`config.mk`:
```
export PLATFORM = sky130hd
export DESIGN_NAME = wsic_shutdown_ctrl
export DESIGN_NICKNAME = d
export VERILOG_FILES = /design/src/hdl/wsic_pkg.sv /design/src/hdl/wsic_ovr_if.sv /design/src/hdl/wsic_sync.sv /design/src/hdl/wsic_out_stage.sv /design/src/hdl/wsic_shutdown_ctrl.sv
export VERILOG_INCLUDE_DIRS = /design/src /design/src/hdl
export SDC_FILE = /design/constraint.sdc
export NUM_CORES = 1
export LEC_CHECK = 0
export BUFFER_PORTS_ARGS = -buffer_cell sky130_fd_sc_hd__buf_2
export CORE_ASPECT_RATIO = 2
export CORE_UTILIZATION = 45
export CTS_BUF_LIST = sky130_fd_sc_hd__clkbuf_4
export DETAILED_ROUTE_END_ITERATION = 10
export PLACE_DENSITY = 0.78
export REMOVE_ABC_BUFFERS = 1
export SYNTH_ARGS = -nofsm -noshare
export SYNTH_HDL_FRONTEND = slang
export SYNTH_SLANG_ARGS = --single-unit
```
`constraint.sdc`:
```
create_clock -name core_clk -period 2.5 [get_ports core_clk]
set_input_delay 0.25 -clock core_clk [delete_from_list [all_inputs] [get_ports core_clk]]
set_output_delay 0.25 -clock core_clk [all_outputs]
set_load 0.02 [all_outputs]
```
`src/hdl/wsic_consts.svh`:
```
// Register offsets, field positions, reset values for the shutdown and input control block
`ifndef WSIC_CONSTS_SVH
`define WSIC_CONSTS_SVH

// ==========================================
// Register byte offsets
`define WSIC_OFS_LVLSEL   5'h00
`define WSIC_OFS_CTRL     5'h04
`define WSIC_OFS_SHDN     5'h08
`define WSIC_OFS_DBAND    5'h0c
`define WSIC_OFS_IRQ_STAT 5'h10
`define WSIC_OFS_IRQ_MASK 5'h14

// ==========================================
// Field positions
`define WSIC_LVLB_HI      7
`define WSIC_LVLB_LO      6
`define WSIC_LVLA_HI      5
`define WSIC_LVLA_LO      4
`define WSIC_INSEL_HI     2
`define WSIC_POLA_BIT     0
`define WSIC_POLB_BIT     1
`define WSIC_FLAG_BIT     7
`define WSIC_ARS_BIT      6
`define WSIC_SRCEN_HI     2
`define WSIC_DB_HI        5
`define WSIC_IRQ_SHDN     0
`define WSIC_IRQ_RESUME   1

// ==========================================
// Reset values
`define WSIC_LVLSEL_RST   8'h00
`define WSIC_POL_RST      2'h0
`define WSIC_SRCEN_RST    3'h0
`define WSIC_DB_RST       6'h00
`define WSIC_IRQ_RST      2'h0

`endif

```
`src/hdl/wsic_pkg.sv`:
```
// Types shared by the shutdown and input control block
package wsic_pkg;
	// ==========================================
	// Shutdown override level, in field order 00..11
	typedef enum logic [1:0] {WSIC_LVL_INACT, WSIC_LVL_TRI, WSIC_LVL_LOW, WSIC_LVL_HIGH} wsic_lvl_t;
	// ==========================================
	// Override sequencing
	typedef enum logic [1:0] {WSIC_RUN, WSIC_SHDN, WSIC_HOLD} wsic_state_t;
endpackage

```
`src/hdl/wsic_ovr_if.sv`:
```
// Override controls passed from the control core to the output stage
`timescale 1ns/1ps
interface wsic_ovr_if;
	import wsic_pkg::*;
	logic      override;
	logic      db_done;
	wsic_lvl_t lvl  [2];
	logic      pol  [2];
	logic      wave [2];
	modport ctrl  (output override, db_done, lvl, pol, wave);
	modport stage (input override, db_done, lvl, pol, wave);
endinterface

```
`src/hdl/wsic_sync.sv`:
```
// Two-flop synchroniser for a group of pin inputs
`timescale 1ns/1ps
module wsic_sync #(
	parameter int W = 8
) (
	// Clock and reset
	input  wire logic         core_clk,
	input  wire logic         nrst,
	// Data
	input  wire logic [W-1:0] d,
	output logic      [W-1:0] q
);
	logic [W-1:0] meta_reg;

	// ==========================================
	// Synchroniser chain
	always_ff @(posedge core_clk) begin
		if (!nrst) begin
			meta_reg <= '0;
			q        <= '0;
		end else begin
			meta_reg <= d;
			q        <= meta_reg;
		end
	end
endmodule // wsic_sync

```
`src/hdl/wsic_out_stage.sv`:
```
// Output pin stage: normal waveform or shutdown override per output
`timescale 1ns/1ps
module wsic_out_stage (
	// Clock and reset
	input  wire logic   core_clk,
	input  wire logic   nrst,
	// Controls
	wsic_ovr_if.stage   ovr,
	// Pins, index 0 is output A, index 1 is output B
	output logic [1:0]  pin,
	output logic [1:0]  pin_oe
);
	import wsic_pkg::*;

	// ==========================================
	// Per-output drive
	for (genvar i = 0; i < 2; i++) begin : g_out
		always_ff @(posedge core_clk) begin
			if (!nrst) begin
				pin[i]    <= 1'b0;
				pin_oe[i] <= 1'b0;
			end else if (ovr.override) begin
				unique case (ovr.lvl[i])
					WSIC_LVL_HIGH: begin
						pin[i]    <= 1'b1;
						pin_oe[i] <= 1'b1;
					end
					WSIC_LVL_LOW: begin
						pin[i]    <= 1'b0;
						pin_oe[i] <= 1'b1;
					end
					WSIC_LVL_TRI: begin
						pin[i]    <= 1'b0;
						pin_oe[i] <= 1'b0;
					end
					WSIC_LVL_INACT: begin
						pin_oe[i] <= 1'b1;
						if (ovr.db_done)
							pin[i] <= ovr.pol[i];
					end
				endcase
			end else begin
				pin[i]    <= ovr.wave[i] ^ ovr.pol[i];
				pin_oe[i] <= 1'b1;
			end
		end
	end

	// ==========================================
	// Checks
	b_force_high_a: assert property (@(posedge core_clk) disable iff (!nrst)
		ovr.override && ovr.lvl[1] == WSIC_LVL_HIGH |=> pin[1] && pin_oe[1]) else $error("B not high");
	b_force_low_a: assert property (@(posedge core_clk) disable iff (!nrst)
		ovr.override && ovr.lvl[1] == WSIC_LVL_LOW |=> !pin[1] && pin_oe[1]) else $error("B not low");
	b_tristate_a: assert property (@(posedge core_clk) disable iff (!nrst)
		ovr.override && ovr.lvl[1] == WSIC_LVL_TRI |=> !pin_oe[1]) else $error("B driven");
	b_inactive_a: assert property (@(posedge core_clk) disable iff (!nrst)
		ovr.override && ovr.lvl[1] == WSIC_LVL_INACT && ovr.db_done |=> pin[1] == $past(ovr.pol[1]) && pin_oe[1])
		else $error("B not inactive");
	a_force_high_a: assert property (@(posedge core_clk) disable iff (!nrst)
		ovr.override && ovr.lvl[0] == WSIC_LVL_HIGH |=> pin[0] && pin_oe[0]) else $error("A not high");
	a_force_low_a: assert property (@(posedge core_clk) disable iff (!nrst)
		ovr.override && ovr.lvl[0] == WSIC_LVL_LOW |=> !pin[0] && pin_oe[0]) else $error("A not low");
	a_tristate_a: assert property (@(posedge core_clk) disable iff (!nrst)
		ovr.override && ovr.lvl[0] == WSIC_LVL_TRI |=> !pin_oe[0]) else $error("A driven");
	a_inactive_a: assert property (@(posedge core_clk) disable iff (!nrst)
		ovr.override && ovr.lvl[0] == WSIC_LVL_INACT && !ovr.db_done |=> $stable(pin[0]) && pin_oe[0])
		else $error("A left hold early");
	normal_follow_a: assert property (@(posedge core_clk) disable iff (!nrst)
		!ovr.override |=> pin[0] == $past(ovr.wave[0] ^ ovr.pol[0]) && pin[1] == $past(ovr.wave[1] ^ ovr.pol[1]))
		else $error("Outputs not following waveform");
endmodule // wsic_out_stage

```
`src/hdl/wsic_shutdown_ctrl.sv`:
```
// Shutdown override and input source control with Avalon-MM register access
`timescale 1ns/1ps
`include "wsic_consts.svh"
module wsic_shutdown_ctrl #(
	parameter int N_IN  = 8,
	parameter int N_SRC = 3
) (
	// Clock and reset
	input  wire logic              core_clk,
	input  wire logic              nrst,
	// Avalon-MM slave
	input  wire logic [4:0]        avs_address,
	input  wire logic              avs_read,
	input  wire logic              avs_write,
	input  wire logic [31:0]       avs_writedata,
	input  wire logic [3:0]        avs_byteenable,
	output logic      [31:0]       avs_readdata,
	output logic                   avs_waitrequest,
	// Waveform input candidates and shutdown sources, asynchronous pins
	input  wire logic [N_IN-1:0]   input_src,
	input  wire logic [N_SRC-1:0]  shutdown_src,
	// Output pins
	output logic                   output_a,
	output logic                   output_a_oe,
	output logic                   output_b,
	output logic                   output_b_oe,
	// Interrupt
	output logic                   irq
);
	import wsic_pkg::*;

	// ==========================================
	// Declarations
	logic [7:0]       lvlsel_reg;
	logic [1:0]       pol_reg;
	logic             flag_reg;
	logic             flag_next;
	logic             ars_reg;
	logic [N_SRC-1:0] srcen_reg;
	logic [5:0]       db_reg;
	logic [5:0]       db_cnt_reg;
	logic [1:0]       irq_stat_reg;
	logic [1:0]       irq_stat_next;
	logic [1:0]       irq_mask_reg;
	logic             ack_reg;
	logic             wr_en;
	logic [N_IN-1:0]  in_sync;
	logic [N_SRC-1:0] src_sync;
	logic             in_sel;
	logic             in_sel_d_reg;
	logic             in_rise;
	logic             src_hit;
	logic [31:0]      rd_mux;
	logic [1:0]       pin;
	logic [1:0]       pin_oe;
	wsic_state_t      state_reg;
	wsic_state_t      state_next;
	wsic_ovr_if       ovr ();

	// ==========================================
	// Pin synchronisers
	wsic_sync #(.W(N_IN)) u_in_sync (
		.core_clk (core_clk),
		.nrst     (nrst),
		.d        (input_src),
		.q        (in_sync)
	);

	wsic_sync #(.W(N_SRC)) u_src_sync (
		.core_clk (core_clk),
		.nrst     (nrst),
		.d        (shutdown_src),
		.q        (src_sync)
	);

	// ==========================================
	// Avalon handshake: one wait cycle, then answer
	assign avs_waitrequest = (avs_read || avs_write) && !ack_reg;
	assign wr_en           = avs_write && ack_reg && avs_byteenable[0];

	always_ff @(posedge core_clk) begin
		if (!nrst)
			ack_reg <= 1'b0;
		else
			ack_reg <= (avs_read || avs_write) && !ack_reg;
	end

	always_comb begin
		rd_mux = 32'h0000_0000;
		unique case (avs_address)
			`WSIC_OFS_LVLSEL:   rd_mux[7:0] = {lvlsel_reg[7:4], 1'b0, lvlsel_reg[2:0]};
			`WSIC_OFS_CTRL:     rd_mux[1:0] = pol_reg;
			`WSIC_OFS_SHDN:     rd_mux[7:0] = {flag_reg, ars_reg, 3'h0, srcen_reg};
			`WSIC_OFS_DBAND:    rd_mux[5:0] = db_reg;
			`WSIC_OFS_IRQ_STAT: rd_mux[1:0] = irq_stat_reg;
			`WSIC_OFS_IRQ_MASK: rd_mux[1:0] = irq_mask_reg;
			default:            rd_mux = 32'h0000_0000;
		endcase
	end

	always_ff @(posedge core_clk) begin
		if (!nrst)
			avs_readdata <= 32'h0000_0000;
		else if (avs_read && !ack_reg)
			avs_readdata <= rd_mux;
	end

	// ==========================================
	// Configuration registers
	always_ff @(posedge core_clk) begin
		if (!nrst)
			lvlsel_reg <= `WSIC_LVLSEL_RST;
		else if (wr_en && avs_address == `WSIC_OFS_LVLSEL)
			lvlsel_reg <= {avs_writedata[7:4], 1'b0, avs_writedata[2:0]};
	end

	always_ff @(posedge core_clk) begin
		if (!nrst)
			pol_reg <= `WSIC_POL_RST;
		else if (wr_en && avs_address == `WSIC_OFS_CTRL)
			pol_reg <= avs_writedata[1:0];
	end

	always_ff @(posedge core_clk) begin
		if (!nrst) begin
			ars_reg   <= 1'b0;
			srcen_reg <= `WSIC_SRCEN_RST;
		end else if (wr_en && avs_address == `WSIC_OFS_SHDN) begin
			ars_reg   <= avs_writedata[`WSIC_ARS_BIT];
			srcen_reg <= avs_writedata[N_SRC-1:0];
		end
	end

	always_ff @(posedge core_clk) begin
		if (!nrst)
			db_reg <= `WSIC_DB_RST;
		else if (wr_en && avs_address == `WSIC_OFS_DBAND)
			db_reg <= avs_writedata[`WSIC_DB_HI:0];
	end

	// ==========================================
	// Input source selection and rising edge
	always_comb begin
		if (lvlsel_reg[`WSIC_INSEL_HI:0] == 3'h0)
			in_sel = 1'b0;
		else
			in_sel = in_sync[lvlsel_reg[`WSIC_INSEL_HI:0]];
	end

	always_ff @(posedge core_clk) begin
		if (!nrst)
			in_sel_d_reg <= 1'b0;
		else
			in_sel_d_reg <= in_sel;
	end

	assign in_rise = in_sel && !in_sel_d_reg;

	// ==========================================
	// Shutdown event flag: a present source wins over any clear
	assign src_hit = |(src_sync & srcen_reg);

	always_comb begin
		flag_next = flag_reg;
		if (src_hit)
			flag_next = 1'b1;
		else if (ars_reg)
			flag_next = 1'b0;
		else if (wr_en && avs_address == `WSIC_OFS_SHDN)
			flag_next = avs_writedata[`WSIC_FLAG_BIT];
	end

	always_ff @(posedge core_clk) begin
		if (!nrst)
			flag_reg <= 1'b0;
		else
			flag_reg <= flag_next;
	end

	// ==========================================
	// Override sequencing
	always_comb begin
		state_next = state_reg;
		unique case (state_reg)
			WSIC_RUN:  if (flag_reg) state_next = WSIC_SHDN;
			WSIC_SHDN: if (!flag_reg) state_next = WSIC_HOLD;
			WSIC_HOLD: begin
				if (flag_reg)
					state_next = WSIC_SHDN;
				else if (in_rise)
					state_next = WSIC_RUN;
			end
		endcase
	end

	always_ff @(posedge core_clk) begin
		if (!nrst)
			state_reg <= WSIC_RUN;
		else
			state_reg <= state_next;
	end

	// ==========================================
	// Dead-band timer on shutdown entry
	always_ff @(posedge core_clk) begin
		if (!nrst)
			db_cnt_reg <= 6'h00;
		else if (state_reg == WSIC_RUN)
			db_cnt_reg <= 6'h00;
		else if (db_cnt_reg < db_reg)
			db_cnt_reg <= db_cnt_reg + 6'h01;
	end

	// ==========================================
	// Interrupt status, write one to clear, set wins
	always_comb begin
		irq_stat_next = irq_stat_reg;
		if (wr_en && avs_address == `WSIC_OFS_IRQ_STAT)
			irq_stat_next = irq_stat_reg & ~avs_writedata[1:0];
		if (state_reg == WSIC_RUN && state_next == WSIC_SHDN)
			irq_stat_next[`WSIC_IRQ_SHDN] = 1'b1;
		if (state_reg == WSIC_HOLD && state_next == WSIC_RUN)
			irq_stat_next[`WSIC_IRQ_RESUME] = 1'b1;
	end

	always_ff @(posedge core_clk) begin
		if (!nrst)
			irq_stat_reg <= `WSIC_IRQ_RST;
		else
			irq_stat_reg <= irq_stat_next;
	end

	always_ff @(posedge core_clk) begin
		if (!nrst)
			irq_mask_reg <= `WSIC_IRQ_RST;
		else if (wr_en && avs_address == `WSIC_OFS_IRQ_MASK)
			irq_mask_reg <= avs_writedata[1:0];
	end

	assign irq = |(irq_stat_reg & irq_mask_reg);

	// ==========================================
	// Output stage
	assign ovr.override = state_reg != WSIC_RUN;
	assign ovr.db_done  = db_cnt_reg >= db_reg;
	assign ovr.lvl[0]   = wsic_lvl_t'(lvlsel_reg[`WSIC_LVLA_HI:`WSIC_LVLA_LO]);
	assign ovr.lvl[1]   = wsic_lvl_t'(lvlsel_reg[`WSIC_LVLB_HI:`WSIC_LVLB_LO]);
	assign ovr.pol[0]   = pol_reg[`WSIC_POLA_BIT];
	assign ovr.pol[1]   = pol_reg[`WSIC_POLB_BIT];
	assign ovr.wave[0]  = in_sel;
	assign ovr.wave[1]  = !in_sel;

	wsic_out_stage u_out (
		.core_clk (core_clk),
		.nrst     (nrst),
		.ovr      (ovr),
		.pin      (pin),
		.pin_oe   (pin_oe)
	);

	assign output_a    = pin[0];
	assign output_a_oe = pin_oe[0];
	assign output_b    = pin[1];
	assign output_b_oe = pin_oe[1];

	// ==========================================
	// Checks
	bit3_reads_zero_a: assert property (@(posedge core_clk) disable iff (!nrst)
		avs_read && !ack_reg && avs_address == `WSIC_OFS_LVLSEL |=> !avs_readdata[3])
		else $error("Bit 3 read as one");
	hold_until_edge_a: assert property (@(posedge core_clk) disable iff (!nrst)
		state_reg == WSIC_HOLD && !flag_reg && !in_rise |=> ovr.override)
		else $error("Override dropped before input edge");
	resume_on_edge_a: assert property (@(posedge core_clk) disable iff (!nrst)
		state_reg == WSIC_HOLD && !flag_reg && in_rise |=> !ovr.override)
		else $error("No resume on input edge");
	auto_restart_a: assert property (@(posedge core_clk) disable iff (!nrst)
		ars_reg && flag_reg && !src_hit |=> !flag_reg)
		else $error("Flag not auto cleared");
	flag_to_ovr_a: assert property (@(posedge core_clk) disable iff (!nrst)
		$rose(flag_reg) |=> ovr.override)
		else $error("Override late after flag");
	src_sel_a: assert property (@(posedge core_clk) disable iff (!nrst)
		lvlsel_reg[2:0] == 3'h7 && $stable(lvlsel_reg) |-> ovr.wave[0] == in_sync[7])
		else $error("Source select wrong");
	bus_answer_a: assert property (@(posedge core_clk) disable iff (!nrst)
		(avs_read || avs_write) && !ack_reg |=> !avs_waitrequest)
		else $error("Bus answer late");
endmodule // wsic_shutdown_ctrl

```
==> summary.md <==
| Metric | Value |
|---|---|
| Status | `finished, final reports clean` |
| NetSw | `0.000467 W` |
| Startpoint Class | `register` |
| Cts bufs inserted | `9` |
| Reg clk slew, reported paths | `0.11 ns` |
| Clock tree root driver cell | `clkbuf_4` |
| Largest net degree at the start of global routing | `32` |
| Initial Utilization | `between 40% and 50%` |
| Maximum root-to-sink buffer count | `2` |
| Tmin final | `between 2 and 2.5 ns` |
| Most common cell in the netlist | `dfxtp_1` |
| Initial DRC count | `118` |
| CTS sink count | `66` |
| Area delta synth->final | `10.8%` |
| Vias in the first global route | `2382` |
| Routed wl met3 | `between 200 and 300 um` |
| Post-Syn Area per Cell | `between 9 and 10 um2` |
| Met1 Wirelength | `roughly 2300 um` |
| Pwr dens | `521 mW/mm2` |
| Global placer's final weighted congestion | `0.841` |
| Leakage power total | `1.48 nW` |
| Die Area | `about 0.0073 mm2` |
| Post-CTS setup buffers | `0` |
| Grt total ovfl | `0` |
| CORE AREA | `0.00667 mm2` |
| First-pass GRT wire length | `10300 um` |
| Clk Latency, worst-skew pair | `approximately 0.41 ns` |
| Storage cell area | `0.00132 mm2` |
| Critical path type | `register to register` |
| Drt drc | `0` |
| Synth Register Bits | `66` |
| Synth Cell Area | `between 0.003 and 0.004 mm2` |
| Worst-Margin Slew | `about 0.54 ns` |
| Gate power share | `~7.6%` |
| Crit end category | `register` |
| CTS resizes | `0` |
| Die Ht | `around 120 um` |
| Hold crit path type | `input pin to register` |
| VDD IR max | `~0.00033 V` |
| Cell Rows | `42` |
| Max FO, Critical Path | `7` |
| Wire per inst | `13.3 um` |
| Max layer used | `met4` |
| Skew final | `around 0.017 ns` |
| Routed Wire Length | `around 6400 um` |
| Post-synth EDFFs | `0` |
| Top post-synthesis cells by count | `dfxtp_1, nor2_1, nand2_1` |
| Setup violators final | `0` |
| Final hold violations | `0` |
| Synth warn | `0` |
| Drt first pass iters | `4` |
| Sum of negative setup slack | `0 ns` |
| Fin. max-slew vios | `0` |
| Antenna viol nets, final | `0` |
| I/O pin count | `between 90 and 100` |
| Nets@finish | `approximately 460` |
| Reg with most FFs | `avs_readdata` |
| Top cells by area, synth | `dfxtp_1, mux2i_1, buf_4, ha_1, and2_1` |
| Hpwl dp | `between 4000 and 5000 um` |
| DR vias | `2529` |
| Cts hold-fix bufs | `0` |
| Flip-flop count of the largest register after layout | `8` |
| R2r setup slk | `about 0.47 ns` |
| Max Cap Violations | `0` |
| Share of synthesized registers carrying an async set or reset | `0%` |
| Total power | `0.00180 W` |
| Fillers | `between 600 and 700` |
| Share of cells above drive strength 1 | `17.8%` |
| Clock share of power | `32.8%` |
| Cell type with the largest total area after synthesis | `dfxtp_1` |
| Sequential area share after synthesis | `a little over two fifths` |
| Sequential fraction of design power | `59.7%` |
| Htree depth | `3` |
| Post-Syn Instances | `~340` |
| Fin crit share | `between 80% and 90%` |
| TritonCTS clock tree | `built` |
| Global Route Usage Sum | `approximately a fifth` |
| Rel. slew slack | `63.7%` |
| Via/cell ratio | `around 5.2` |
| Ant diodes | `0` |
| Initial antenna violation count | `0` |
| Die X | `between 60 and 70 um` |
| Fmax | `roughly 490 MHz` |
| Arrival time worst endpoint | `about 2.3 ns` |
| Cell Int Power | `0.00134 W` |
| Worst EP required | `~2.8 ns` |
| Synth Flop Type | `dfxtp_1` |
| Routed wl met2 | `3510 um` |
| Synth cell types | `52` |
| PortBufs | `~40` |
| Yosys top cell area share | `between 40% and 50%` |
| Area of the multi-input gates | `approximately 0.0016 mm2` |
| RSZ-0062 raised after global routing | `false` |
| Net Sw Frac | `between 20% and 30%` |
-- cell families (layout without fill, tap and decap cells) --
family / Yosys count / after routing / share of synthesized area, %
compound gates: 55 / 55 / 12.0
xor+xnor: 3 / 3 / 0.841
fa+ha+maj: 14 / 14 / 5.61
buf+inv: 54 / 81 / 9.45
flops: 66 / 66 / 42.3
mux: 28 / 28 / 10.1
other cells: 1 / 24 / 0.120
simple gates: 123 / 123 / 19.7
-- layer usage --
metal / vias up / global-route usage (%)
li1: 1231 / -
met1: 1180 / 18.2
met2: 94 / 34.5
met3: 24 / 5.82
met4: 0 / 11.9
met5: - / 0
-- final timing paths --
| path | start | to | cells past startpoint |
|---|---|---|---|
| max | lvlsel_reg[2] | irq_stat_reg[0] | 5 |
| min | input_src[7] | u_in_sync.meta_reg[7] | 2 |
| max reg2reg | lvlsel_reg[2] | irq_stat_reg[0] | 5 |
| min reg2reg | u_src_sync.meta_reg[2] | u_src_sync.q[2] | 1 |
-- through the flow --
step | cells | setup slack, ns | util (%) | cell area (um2) | hold slack [ns]
after detailed placement | 463 | 0.479 | 49.7 | 3320 | 0.420
after floorplan | 332 | 0.710 | - | 2990 | 0.372
after global placement | 463 | 0.542 | 49.7 | 3320 | 0.413
final | 482 | 0.473 | 51.9 | 3460 | 0.0349
after global routing | 482 | 0.339 | 51.9 | 3460 | 0.00175
after CTS | 479 | 0.470 | 51.4 | 3430 | 0.00588
-- power groups by stage --
| stage | sequential, W | clock, W | combinational [W] |
|---|---|---|---|
| global route | 0.00108 | 0.000670 | 0.000150 |
| detailed placement | 0.00110 | 0 | 0.000133 |
| CTS | 0.00108 | 0.000615 | 0.000133 |
| finish | 0.00108 | 0.000591 | 0.000137 |
| global placement | 0.00110 | 0 | 0.000130 |
| floorplan | 0.00110 | 0 | 0.0000737 |
-- critical path, cell delays in order, from the launching register on --
cell	delay, ns
dfxtp_1	0.50
mux2_4	0.34
a221oi_2	0.32
a311oi_2	0.14
or3b_1	0.44
a31o_1	0.18
-- area by class of cell --
type / count / share of cell area (%)
inverters: 19 / 2.06
clock inverters: 5 / 0.904
multi-input cells: 247 / 46.1
well taps: 88 / 3.18
repair buffers: 46 / 7.23
clock buffers: 11 / 2.39
flip-flops and latches: 66 / 38.2
-- cell usage in the layout, fill, tap and decap left out, types with 3 or more instances in the layout --
cell / instances
dlygate4sd3_1: 3
clkinv_2: 3
o21ai_0: 6
mux2_2: 3
dfxtp_1: 66
and2_1: 23
nand2_1: 25
mux2i_1: 22
clkbuf_4: 11
and3_1: 4
nor3_1: 5
a21oi_1: 21
nand4_1: 3
nand2b_1: 3
o2111ai_1: 3
nor2_1: 34
conb_1: 24
a22oi_1: 4
o211ai_1: 3
inv_1: 18
ha_1: 14
buf_2: 41
nand3_1: 13
o21a_1: 3
Power figures use the tool's default switching activity.
